--- src/pipc_params.svh ---
// Offsets, field positions and reset values of the interrupt priority block.
// Included by the bench and the controller; definitions only.
`ifndef PIPC_PARAMS_SVH
`define PIPC_PARAMS_SVH
// ==========================================
// Register offsets on the plain port
`define PIPC_A_ENA2   4'h0
`define PIPC_A_PRIO1  4'h1
`define PIPC_A_PRIO2  4'h2
`define PIPC_A_RCAUSE 4'h3
`define PIPC_A_MIC    4'h4
`define PIPC_A_SIC    4'h5
`define PIPC_A_TIC    4'h6
`define PIPC_A_T0CTL  4'h7
`define PIPC_A_T0LO   4'h8
`define PIPC_A_T0HI   4'h9
// ==========================================
// Implemented-bit masks and reset values
`define PIPC_MASK_ENA2  8'hdf
`define PIPC_RST_ENA2   8'h00
`define PIPC_RST_PRIO1  8'hff
`define PIPC_RST_PRIO2  8'hdf
`define PIPC_MASK_RC    8'hdf
`define PIPC_WMASK_RC   8'hd3
`define PIPC_RST_MIC    8'h00
`define PIPC_MASK_SIC   8'h75
`define PIPC_RST_SIC    8'h75
`define PIPC_MASK_TIC   8'hdb
`define PIPC_RST_TIC    8'hc0
`define PIPC_MASK_T0CTL 8'hc0
`define PIPC_RST_T0CTL  8'hc0
`define PIPC_ZERO8      8'h00
`define PIPC_ONES8      8'hff
`define PIPC_ZERO16     16'h0000
`define PIPC_ONES16     16'hffff
`define PIPC_ONE16      16'h0001
// ==========================================
// Field positions
`define PIPC_B_PSP    7
`define PIPC_B_UNIMP  5
`define PIPC_B_PRIORITY_LEVELS_ENABLE   7
`define PIPC_B_SOFT_BROWNOUT_ENABLE 6
`define PIPC_B_RI     4
`define PIPC_B_TO     3
`define PIPC_B_PD     2
`define PIPC_B_POR    1
`define PIPC_B_BOR    0
`define PIPC_B_GIE    7
`define PIPC_B_PEIE   6
`define PIPC_B_T0IE   5
`define PIPC_B_I0IE   4
`define PIPC_B_PORTB_CHANGE_ENABLE   3
`define PIPC_B_T0IF   2
`define PIPC_B_I0IF   1
`define PIPC_B_PORTB_CHANGE_FLAG   0
`define PIPC_B_EDGE0  6
`define PIPC_B_EDGE1  5
`define PIPC_B_EDGE2  4
`define PIPC_B_T0IP   2
`define PIPC_B_PORTB_CHANGE_PRIORITY   0
`define PIPC_B_I2IP   7
`define PIPC_B_I1IP   6
`define PIPC_B_I2IE   4
`define PIPC_B_I1IE   3
`define PIPC_B_I2IF   1
`define PIPC_B_I1IF   0
`define PIPC_B_T0ON   7
`define PIPC_B_T0M8   6
`endif

--- src/pipc_pkg.sv ---
// Types shared by the interrupt priority block and its bench.
// Assumes pipc_params.svh sits beside it.
package pipc_pkg;
    // Kind of reset reported by the device reset logic
    typedef enum logic [2:0] {
        PIPC_RST_POWERON,
        PIPC_RST_BROWNOUT,
        PIPC_RST_PIN,
        PIPC_RST_WATCHDOG,
        PIPC_RST_INSTR
    } pipc_rst_kind_t;
endpackage
--- src/pipc_ctrl.sv ---
// Interrupt enable, priority, external-pin, timer-0 overflow, port-B change and context save logic.
// Assumes a core on ref_clk that acknowledges requests and a reset controller on the same clock.
// Operation
// - Second enable register: one enable per source, reset 0.
// - Bit 5 of enable2, priority2 and reset-cause reads 0, ignores writes.
// - Peripheral priority bits only matter when priority levels are enabled.
// - First priority register: one bit per source, 1 high, reset 1.
// - Small package: parallel slave priority bit absent, reads 0.
// - Second priority register mirrors enable2 order, reset 1.
// - Reset-cause bit 7 enables two levels; 0 means single-level legacy mode.
// - Reset-cause flags report last reset; timeout and powerdown are read-only.
// - Soft brownout enable and power-on flag reset from config and reset kind.
// - External pins edge-triggered; select 1 rising, 0 falling.
// - Valid edge sets pin flag; cleared enable blocks the interrupt.
// - Enabled external pin wakes core; branches to vector if globally enabled.
// - Pins 1, 2 use third-control priority bits; pin 0 always high.
// - Timer 0 flag set on 8-bit or 16-bit wrap.
// - Timer 0 enable main-control bit 5, priority second-control bit 2.
// - Upper port-B change sets flag bit 0; enable bit 3; priority bit 0.
// - On entry push return address, save working, status and bank registers.
//
// Strobed register access and the placing of the registers were decided locally.
`timescale 1ns/1ps
`include "pipc_params.svh"

module pipc_ctrl #(
    parameter bit SMALL_PACKAGE = 1'b0,
    parameter int PC_W          = 21
) (
    input  wire logic                  ref_clk,
    input  wire logic                  srst,
    input  wire pipc_pkg::pipc_rst_kind_t rst_kind,
    input  wire logic                  cfg_soft_brownout,
    input  wire logic [3:0]            reg_addr,
    input  wire logic [7:0]            reg_wdata,
    input  wire logic                  reg_wr,
    input  wire logic                  reg_rd,
    output logic      [7:0]            reg_rdata,
    input  wire logic [2:0]            ext_pin,
    input  wire logic [3:0]            portb_upper,
    input  wire logic [7:0]            periph_enable1,
    input  wire logic [7:0]            periph_flags1,
    input  wire logic [7:0]            periph_flags2,
    input  wire logic                  sleep_enter,
    input  wire logic                  wdt_clear,
    input  wire logic                  irq_ack,
    input  wire logic                  irq_ack_high,
    input  wire logic [PC_W-1:0]       return_pc,
    input  wire logic [7:0]            working_register,
    input  wire logic [7:0]            status_register,
    input  wire logic [7:0]            bank_select_register,
    output logic                       irq_high_req,
    output logic                       irq_low_req,
    output logic                       wake_req,
    output logic                       stack_push,
    output logic      [PC_W-1:0]       stack_pc,
    output logic      [7:0]            fast_working,
    output logic      [7:0]            fast_status,
    output logic      [7:0]            fast_bank
);
    // ==========================================
    // Helpers
    function automatic logic hit(input logic strobe, input logic [3:0] addr, input logic [3:0] a);
        hit = strobe && (addr == a);
    endfunction

    function automatic logic [7:0] rc_after_reset(input pipc_pkg::pipc_rst_kind_t k,
                                                  input logic cfg, input logic [7:0] cur);
        logic [7:0] r;
        logic       pwr;
        r   = cur & `PIPC_MASK_RC;
        pwr = (k == pipc_pkg::PIPC_RST_POWERON);
        r[`PIPC_B_PRIORITY_LEVELS_ENABLE]   = 1'b0;
        r[`PIPC_B_SOFT_BROWNOUT_ENABLE] = cfg;
        r[`PIPC_B_RI]     = (k == pipc_pkg::PIPC_RST_INSTR) ? 1'b0 : (pwr | cur[`PIPC_B_RI]);
        r[`PIPC_B_TO]     = (k == pipc_pkg::PIPC_RST_WATCHDOG) ? 1'b0 : (pwr | cur[`PIPC_B_TO]);
        r[`PIPC_B_PD]     = pwr | cur[`PIPC_B_PD];
        r[`PIPC_B_POR]    = pwr ? 1'b0 : cur[`PIPC_B_POR];
        r[`PIPC_B_BOR]    = (pwr || k == pipc_pkg::PIPC_RST_BROWNOUT) ? 1'b0 : cur[`PIPC_B_BOR];
        rc_after_reset = r;
    endfunction

    // ==========================================
    // Pin synchronisers; the third stage only serves edge detection
    logic [2:0] ext_s1_q, ext_s2_q, ext_s3_q;
    logic [3:0] rb_s1_q, rb_s2_q, rb_s3_q;

    always_ff @(posedge ref_clk) begin
        if (srst) begin
            ext_s1_q <= 3'h0;
            ext_s2_q <= 3'h0;
            ext_s3_q <= 3'h0;
            rb_s1_q  <= 4'h0;
            rb_s2_q  <= 4'h0;
            rb_s3_q  <= 4'h0;
        end else begin
            ext_s1_q <= ext_pin;
            ext_s2_q <= ext_s1_q;
            ext_s3_q <= ext_s2_q;
            rb_s1_q  <= portb_upper;
            rb_s2_q  <= rb_s1_q;
            rb_s3_q  <= rb_s2_q;
        end
    end

    // ==========================================
    // Register state
    logic [7:0]  ena2_q, ena2_d, prio1_q, prio1_d, prio2_q, prio2_d, rc_q, rc_d;
    logic [7:0]  mic_q, mic_d, sic_q, sic_d, tic_q, tic_d, t0c_q, t0c_d, rdata_q, rdata_d;
    logic [15:0] t0_q, t0_d;
    logic [2:0]  edge_sel, ext_edge;
    logic        rb_change, t0_wrap, t0_write, priority_levels_enable;

    assign priority_levels_enable     = rc_q[`PIPC_B_PRIORITY_LEVELS_ENABLE];
    assign edge_sel = {sic_q[`PIPC_B_EDGE2], sic_q[`PIPC_B_EDGE1], sic_q[`PIPC_B_EDGE0]};

    // Valid edge per pin according to its select bit
    genvar gi;
    generate
        for (gi = 0; gi < 3; gi++) begin : g_edge
            assign ext_edge[gi] = edge_sel[gi] ? (ext_s2_q[gi] & ~ext_s3_q[gi])
                                               : (~ext_s2_q[gi] & ext_s3_q[gi]);
        end
    endgenerate

    assign rb_change = |(rb_s2_q ^ rb_s3_q);
    assign t0_write  = hit(reg_wr, reg_addr, `PIPC_A_T0LO) || hit(reg_wr, reg_addr, `PIPC_A_T0HI);
    // A software write to the count wins over the increment, so no wrap that cycle
    assign t0_wrap   = t0c_q[`PIPC_B_T0ON] && !t0_write &&
                       (t0c_q[`PIPC_B_T0M8] ? (t0_q[7:0] == `PIPC_ONES8) : (t0_q == `PIPC_ONES16));

    always_comb begin
        ena2_d  = ena2_q;
        prio1_d = prio1_q;
        prio2_d = prio2_q;
        rc_d    = rc_q;
        mic_d   = mic_q;
        sic_d   = sic_q;
        tic_d   = tic_q;
        t0c_d   = t0c_q;
        t0_d    = t0_q;
        rdata_d = `PIPC_ZERO8;
        if (hit(reg_wr, reg_addr, `PIPC_A_ENA2))
            ena2_d = reg_wdata & `PIPC_MASK_ENA2;
        if (hit(reg_wr, reg_addr, `PIPC_A_PRIO1)) begin
            prio1_d = reg_wdata;
            if (SMALL_PACKAGE)
                prio1_d[`PIPC_B_PSP] = 1'b0;
        end
        if (hit(reg_wr, reg_addr, `PIPC_A_PRIO2))
            prio2_d = reg_wdata & `PIPC_MASK_ENA2;
        if (hit(reg_wr, reg_addr, `PIPC_A_RCAUSE))
            rc_d = (rc_q & ~`PIPC_WMASK_RC) | (reg_wdata & `PIPC_WMASK_RC);
        // Sleep and watchdog clear drive the read-only flags
        if (sleep_enter) begin
            rc_d[`PIPC_B_PD] = 1'b0;
            rc_d[`PIPC_B_TO] = 1'b1;
        end
        if (wdt_clear) begin
            rc_d[`PIPC_B_PD] = 1'b1;
            rc_d[`PIPC_B_TO] = 1'b1;
        end
        if (hit(reg_wr, reg_addr, `PIPC_A_MIC))
            mic_d = reg_wdata;
        if (hit(reg_wr, reg_addr, `PIPC_A_SIC))
            sic_d = reg_wdata & `PIPC_MASK_SIC;
        if (hit(reg_wr, reg_addr, `PIPC_A_TIC))
            tic_d = reg_wdata & `PIPC_MASK_TIC;
        if (hit(reg_wr, reg_addr, `PIPC_A_T0CTL))
            t0c_d = reg_wdata & `PIPC_MASK_T0CTL;
        // Counter: a write replaces one byte, otherwise it counts while on
        if (hit(reg_wr, reg_addr, `PIPC_A_T0LO))
            t0_d = {t0_q[15:8], reg_wdata};
        else if (hit(reg_wr, reg_addr, `PIPC_A_T0HI))
            t0_d = {reg_wdata, t0_q[7:0]};
        else if (t0c_q[`PIPC_B_T0ON])
            t0_d = t0_q + `PIPC_ONE16;
        // Hardware sets come after software writes so a set never loses to a clear
        if (ext_edge[0])
            mic_d[`PIPC_B_I0IF] = 1'b1;
        if (ext_edge[1])
            tic_d[`PIPC_B_I1IF] = 1'b1;
        if (ext_edge[2])
            tic_d[`PIPC_B_I2IF] = 1'b1;
        if (t0_wrap)
            mic_d[`PIPC_B_T0IF] = 1'b1;
        if (rb_change)
            mic_d[`PIPC_B_PORTB_CHANGE_FLAG] = 1'b1;
        // Entry drops the global enable of the level being taken
        if (irq_ack) begin
            if (priority_levels_enable && !irq_ack_high)
                mic_d[`PIPC_B_PEIE] = 1'b0;
            else
                mic_d[`PIPC_B_GIE] = 1'b0;
        end
        if (reg_rd) begin
            case (reg_addr)
                `PIPC_A_ENA2:   rdata_d = ena2_q;
                `PIPC_A_PRIO1:  rdata_d = prio1_q;
                `PIPC_A_PRIO2:  rdata_d = prio2_q;
                `PIPC_A_RCAUSE: rdata_d = rc_q;
                `PIPC_A_MIC:    rdata_d = mic_q;
                `PIPC_A_SIC:    rdata_d = sic_q;
                `PIPC_A_TIC:    rdata_d = tic_q;
                `PIPC_A_T0CTL:  rdata_d = t0c_q;
                `PIPC_A_T0LO:   rdata_d = t0_q[7:0];
                `PIPC_A_T0HI:   rdata_d = t0_q[15:8];
                default:        rdata_d = `PIPC_ZERO8;
            endcase
        end
    end

    always_ff @(posedge ref_clk) begin
        if (srst) begin
            ena2_q  <= `PIPC_RST_ENA2;
            prio1_q <= SMALL_PACKAGE ? (`PIPC_RST_PRIO1 & ~8'h80) : `PIPC_RST_PRIO1;
            prio2_q <= `PIPC_RST_PRIO2;
            rc_q    <= rc_after_reset(rst_kind, cfg_soft_brownout, rc_q);
            mic_q   <= `PIPC_RST_MIC;
            sic_q   <= `PIPC_RST_SIC;
            tic_q   <= `PIPC_RST_TIC;
            t0c_q   <= `PIPC_RST_T0CTL;
            t0_q    <= `PIPC_ZERO16;
            rdata_q <= `PIPC_ZERO8;
        end else begin
            ena2_q  <= ena2_d;
            prio1_q <= prio1_d;
            prio2_q <= prio2_d;
            rc_q    <= rc_d;
            mic_q   <= mic_d;
            sic_q   <= sic_d;
            tic_q   <= tic_d;
            t0c_q   <= t0c_d;
            t0_q    <= t0_d;
            rdata_q <= rdata_d;
        end
    end

    assign reg_rdata = rdata_q;

    // ==========================================
    // Request steering
    logic [7:0] pend1, pend2;
    logic [4:0] core_pend, core_prio;
    logic       any_hi, any_lo, any_pend;

    assign pend1 = periph_flags1 & periph_enable1;
    assign pend2 = periph_flags2 & ena2_q;
    assign core_pend = {mic_q[`PIPC_B_PORTB_CHANGE_FLAG] & mic_q[`PIPC_B_PORTB_CHANGE_ENABLE],
                        mic_q[`PIPC_B_T0IF] & mic_q[`PIPC_B_T0IE],
                        tic_q[`PIPC_B_I2IF] & tic_q[`PIPC_B_I2IE],
                        tic_q[`PIPC_B_I1IF] & tic_q[`PIPC_B_I1IE],
                        mic_q[`PIPC_B_I0IF] & mic_q[`PIPC_B_I0IE]};
    // Pin zero has no priority bit and is tied high
    assign core_prio = {sic_q[`PIPC_B_PORTB_CHANGE_PRIORITY], sic_q[`PIPC_B_T0IP],
                        tic_q[`PIPC_B_I2IP], tic_q[`PIPC_B_I1IP], 1'b1};

    // Peripheral sources take their priority only in two-level mode
    assign any_hi = |(core_pend & core_prio) | |(pend1 & prio1_q) | |(pend2 & prio2_q);
    assign any_lo = |(core_pend & ~core_prio) | |(pend1 & ~prio1_q) | |(pend2 & ~prio2_q);

    always_comb begin
        if (priority_levels_enable) begin
            irq_high_req = mic_q[`PIPC_B_GIE] && any_hi;
            irq_low_req  = mic_q[`PIPC_B_GIE] && mic_q[`PIPC_B_PEIE] && any_lo;
        end else begin
            // Legacy single level: one vector, peripherals behind the peripheral enable
            irq_high_req = mic_q[`PIPC_B_GIE] &&
                           (|core_pend || (mic_q[`PIPC_B_PEIE] && (|pend1 || |pend2)));
            irq_low_req  = 1'b0;
        end
    end

    // Wake does not need the global enable; the vector branch follows only if it is set
    assign any_pend = |core_pend | |pend1 | |pend2;
    assign wake_req = any_pend;

    // ==========================================
    // Context save on entry
    logic            push_q, push_d;
    logic [PC_W-1:0] pc_q, pc_d;
    logic [7:0]      fw_q, fw_d, fs_q, fs_d, fb_q, fb_d;

    always_comb begin
        push_d = irq_ack;
        pc_d   = pc_q;
        fw_d   = fw_q;
        fs_d   = fs_q;
        fb_d   = fb_q;
        if (irq_ack) begin
            pc_d = return_pc;
            fw_d = working_register;
            fs_d = status_register;
            fb_d = bank_select_register;
        end
    end

    always_ff @(posedge ref_clk) begin
        if (srst) begin
            push_q <= 1'b0;
            pc_q   <= '0;
            fw_q   <= `PIPC_ZERO8;
            fs_q   <= `PIPC_ZERO8;
            fb_q   <= `PIPC_ZERO8;
        end else begin
            push_q <= push_d;
            pc_q   <= pc_d;
            fw_q   <= fw_d;
            fs_q   <= fs_d;
            fb_q   <= fb_d;
        end
    end

    assign stack_push   = push_q;
    assign stack_pc     = pc_q;
    assign fast_working = fw_q;
    assign fast_status  = fs_q;
    assign fast_bank    = fb_q;
endmodule // pipc_ctrl

--- config.mk ---
export PLATFORM = sky130hd
export DESIGN_NAME = pipc_ctrl
export DESIGN_NICKNAME = d
export VERILOG_FILES = /design/src/pipc_pkg.sv /design/src/pipc_ctrl.sv
export VERILOG_INCLUDE_DIRS = /design/src /design/src/src
export SDC_FILE = /design/constraint.sdc
export NUM_CORES = 1
export LEC_CHECK = 0
export ABC_AREA = 1
export BUFFER_PORTS_ARGS = -buffer_cell sky130_fd_sc_hd__buf_2
export CAP_MARGIN = 20
export CORE_MARGIN = 2
export CORE_UTILIZATION = 48
export DETAILED_ROUTE_END_ITERATION = 10
export PLACE_DENSITY = 0.76
export SLEW_MARGIN = 25
export SYNTH_ARGS = -nofsm -noshare
export SYNTH_HDL_FRONTEND = slang
export SYNTH_SLANG_ARGS = --single-unit
--- constraint.sdc ---
create_clock -name ref_clk -period 1.4 [get_ports ref_clk]
set_clock_uncertainty 0.15 [all_clocks]
set_input_delay 0.14 -clock ref_clk [delete_from_list [all_inputs] [get_ports ref_clk]]
set_output_delay 0.14 -clock ref_clk [all_outputs]
set_load 0.01 [all_outputs]
==> impl_metrics.prom <==
# TYPE chip_impl_metric gauge
chip_impl_info{name="critPathLaunch",value="mic_q[5]"} 1
chip_impl_metric{name="post_route_cells_drive_above_1_share",unit=""} 0.288
chip_impl_metric{name="setup_total_negative_slack",unit="ns"} -1.45
chip_impl_metric{name="worst-slew-pin-transition",unit="ns"} 0.344
chip_impl_metric{name="period_minus_slack",unit="ns"} 1.87
chip_impl_info{name="outcome",value="finished, violations left"} 1
chip_impl_metric{name="cts.htree.levels",unit=""} 4
chip_impl_metric{name="post_drt_via_cell_ratio",unit=""} 5.29
chip_impl_metric{name="clk_pin_slew",unit="ns"} 0.06
chip_impl_metric{name="synth.ff_latch_count",unit=""} 141
chip_impl_metric{name="first_pass_grt_wire_length",unit="mm"} 35.9
chip_impl_info{name="timing_worst_setup_path_type",value="reg -> out"} 1
chip_impl_metric{name="comb_power_share",unit=""} 0.134
chip_impl_metric{name="num_rows",unit=""} 42
chip_impl_info{name="final_cell_mix",value="nor2_1, buf_2, nand2_1"} 1
chip_impl_metric{name="synthesis.instances",unit=""} 927
chip_impl_metric{name="drt_iter0_markers",unit=""} 543
chip_impl_metric{name="latest_clock_arrival_within_the_worst_skew_pair",unit="ns"} 0.42
chip_impl_metric{name="area.growth.synth_to_final",unit="%"} 50.3
chip_impl_info{name="crit_path_top_delay_cell",value="dfxtp_2"} 1
chip_impl_metric{name="max_stage_delay",unit="ns"} 0.32
chip_impl_metric{name="worstRegToRegCells",unit=""} 7
chip_impl_metric{name="clk_path_buf_depth",unit=""} 2
chip_impl_metric{name="number_of_distinct_library_cells_after_synthesis",unit=""} 37
chip_impl_metric{name="synth_warnings",unit=""} 0
chip_impl_metric{name="number_of_antenna_violations_at_the_first_check_in_global_routing",unit=""} 0
chip_impl_metric{name="detailed_place_hpwl",unit="mm"} 15.2
chip_impl_metric{name="finalWeightedCongestion",unit=""} 1.04
chip_impl_metric{name="worst_slack",unit="ns"} -0.470
chip_impl_metric{name="area_of_the_mapped_netlist",unit="um^2"} 6410
chip_impl_metric{name="worstPathArrival",unit="ns"} 1.58
chip_impl_metric{name="starting_density",unit=""} 0.488
chip_impl_metric{name="routed_wl",unit="mm"} 22.7
chip_impl_metric{name="nets",unit=""} 1334
chip_impl_metric{name="postRouteAntennaNets",unit=""} 0
chip_impl_metric{name="timing.final.setup_violations",unit=""} 8
chip_impl_info{name="end_kind",value="output port"} 1
chip_impl_metric{name="total_clock_buffers_created_by_cts",unit=""} 17
chip_impl_metric{name="int_power",unit="mW"} 7.56
chip_impl_metric{name="cap_viol_max_count",unit=""} 0
chip_impl_info{name="worstSetupEndpoint",value="wake_req"} 1
chip_impl_metric{name="vias_in_the_first_global_route",unit=""} 7311
chip_impl_info{name="worst_r2r_endpoint",value="t0_q[4]"} 1
chip_impl_metric{name="crit_buf_inv",unit=""} 1
chip_impl_metric{name="syn-mean-instance-area",unit="um^2"} 6.91
chip_impl_metric{name="design.die.area",unit="um^2"} 14300
chip_impl_metric{name="synthesis.nets",unit=""} 1028
chip_impl_metric{name="global_route.usage.total",unit=""} 0.317
chip_impl_metric{name="period_utilization_post_route",unit=""} 1.34
chip_impl_metric{name="total_via_count_in_the_routed_design",unit=""} 7517
chip_impl_metric{name="pin_count_of_the_biggest_net_entering_global_routing",unit=""} 48
chip_impl_metric{name="layout.cells.non_filler",unit=""} 1422
chip_impl_metric{name="pwr-share-clk",unit=""} 0.438
chip_impl_info{name="layout_commonest_cell",value="nor2_1"} 1
chip_impl_metric{name="drt_pre_antenna_iters",unit=""} 6
chip_impl_metric{name="number_of_buffers_added_on_ports",unit=""} 155
chip_impl_info{name="failing_checks",value="setup timing"} 1
chip_impl_info{name="critical_path.reg2reg.startpoint",value="t0_q[1]"} 1
chip_impl_metric{name="timing_hold_violations_final",unit=""} 0
chip_impl_info{name="cts_tree",value="yes"} 1
chip_impl_info{name="timing.hold.worst.class",value="in -> reg"} 1
chip_impl_info{name="clockRootBuffer",value="clkbuf_16"} 1
chip_impl_metric{name="power_per_cell_area",unit="nW/um^2"} 1060
chip_impl_metric{name="post-place-cells",unit=""} 1314
chip_impl_metric{name="peakVddDrop",unit="uV"} 920
chip_impl_info{name="crit_chain",value="nand2_2, nand3_1, nand3b_1, or3_1, buf_2"} 1
chip_impl_metric{name="switching_share",unit=""} 0.258
chip_impl_info{name="rsz_0062_raised_after_global_routing",value="yes"} 1
chip_impl_info{name="netlist_top_cells_area",value="dfxtp_1, nor2_1, nand2_1"} 1
chip_impl_metric{name="power.static_leakage",unit="nW"} 4.60
chip_impl_metric{name="ff2ff_setup_slack",unit="ns"} -0.05
chip_impl_info{name="synth.largest_area_cell",value="dfxtp_1"} 1
chip_impl_info{name="worstSetupStartpointType",value="flip-flop"} 1
chip_impl_info{name="critPathTopFamily",value="simple AND/OR/NAND/NOR gates"} 1
chip_impl_metric{name="timing.max_slew.rel_slack",unit=""} 0.770
chip_impl_metric{name="timing.critical_path.depth",unit=""} 5
chip_impl_metric{name="timing.critical_path.fanout_max",unit=""} 2
chip_impl_metric{name="grt.overflow.total",unit=""} 0
chip_impl_metric{name="required",unit="ns"} 1.11
chip_impl_metric{name="final-max-slew-violation-count",unit=""} 0
chip_impl_metric{name="synth.top_cell.area_share",unit=""} 0.422
chip_impl_metric{name="net_sw_power",unit="mW"} 2.63
chip_impl_metric{name="fp.dieW",unit="um"} 120
chip_impl_metric{name="p_seq_frac",unit=""} 0.428
chip_impl_metric{name="area_of_the_core",unit="um^2"} 13100
chip_impl_metric{name="ioPinCount",unit=""} 157
chip_impl_metric{name="drt_drc_violations_left",unit=""} 0
chip_impl_metric{name="die_height",unit="um"} 120
chip_impl_metric{name="fin_total_pwr",unit="mW"} 10.2
chip_impl_metric{name="num_antenna_cells",unit=""} 0
chip_impl_metric{name="max_clock_freq",unit="MHz"} 535
chip_impl_metric{name="wl_per_cell",unit="um"} 16.0
chip_impl_metric{name="cts.sink_count",unit=""} 141
chip_impl_metric{name="register_area_share_after_synthesis",unit=""} 0.450
## routing by layer
metal  share of wire  track usage
met1            0.40        0.388
met5               0            0
met2            0.47        0.520
met4           0.038        0.151
met3           0.093       0.0822
## worst reg2reg max path, cell delays in order (launching register included)
cell and delay, ns:
dfxtp_4 0.38, ha_4 0.15, nand3_4 0.13, buf_6 0.15
xor2_1 0.13, o22ai_1 0.09, nor2_1 0.11, nor2_1 0.05
## sequential cells by signal, summed over array words and instances, names as in the netlist, 5 cells and up, named ones only
register,count
ena2_q,7
mic_q,8
tic_q,6
prio2_q,7
sic_q,5
fast_bank,8
t0_q,16
prio1_q,8
fast_status,8
rc_q,6
reg_rdata,8
stack_pc,21
fast_working,8
## power by group through the flow
stage	logic, mW	registers [mW]	clock network (mW)
5_1_grt	1.49	4.38	4.70
3_5_place_dp	1.11	4.42	0
6_report	1.37	4.36	4.46
2_1_floorplan	0.496	4.45	0
3_3_place_gp	1.10	4.42	0
4_1_cts	1.30	4.35	4.50
## cells in the mapped netlist, drive strengths merged
master,n
or3,1
a21boi,1
or2,2
o21bai,1
edfxtp,6
nand2,158
clkbuf,19
nor3,3
o21ai,93
dfxtp,135
o221ai,1
nand3,41
o211ai,20
nand4,5
ha,1
inv,118
nand3b,3
xor2,4
a31oi,2
a21oi,42
buf,13
o31ai,1
o22ai,36
xnor2,1
nor2,219
o2bb2ai,1
## cell type report
cell class,instances,area [um^2]
sequential,141,2920
tap,176,220
multi-input combinational,636,3150
inverter,118,445
fill,985,3510
clock buffer,19,443
clock inverter,13,139
timing repair buffer,319,2310
## how the worst min path moves through the flow
stage              startpoint  slack [ns]  depth (start not counted)           to
5_1_grt                  srst        0.04                          4     sic_q[5]
2_1_floorplan      ext_pin[0]         0.1                          2  ext_s1_q[0]
6_report                 srst        0.03                          4     sic_q[5]
3_5_place_dp   portb_upper[3]        0.20                          3   rb_s1_q[3]
4_1_cts           rst_kind[0]      -0.004                          3    flip-flop
3_3_place_gp       ext_pin[2]        0.19                          3  ext_s1_q[2]
## repair_timing
item | 4_1_cts | 5_1_grt
pin swaps | 3 | 23
gates cloned | 0 | 0
endpoints found under the setup margin | 17 | 21
resized for setup | 30 | 59
setup buffers | 1 | 1
hold buffers | 74 | 0
hold endpoints to repair | 89 | 0
## metrics by stage
step	setup slack, ns	util	area [um^2]	hold WS, ns
after floorplan	0.0261	-	6420	0.0970
after global placement	-0.150	0.610	8020	0.190
after detailed placement	-0.158	0.610	8020	0.199
after CTS	-0.475	0.718	9430	-0.00425
after global routing	-0.528	0.733	9630	0.0372
final	-0.470	0.733	9630	0.0310
## kinds of logic (layout without fill, tap and decap cells)
| group | after synthesis | after routing | synth area share |
|---|---|---|---|
| DFF | 141 | 141 | 0.450 |
| adders and majority gates | 1 | 1 | 0.00195 |
| buffers and inverters | 150 | 469 | 0.0928 |
| xor gates and xnor gates | 5 | 5 | 0.00684 |
| AOI/OAI and AO/OA | 198 | 198 | 0.174 |
| and+or+nand+nor | 432 | 432 | 0.274 |
Note: power is estimated with default switching activity, not from simulation.
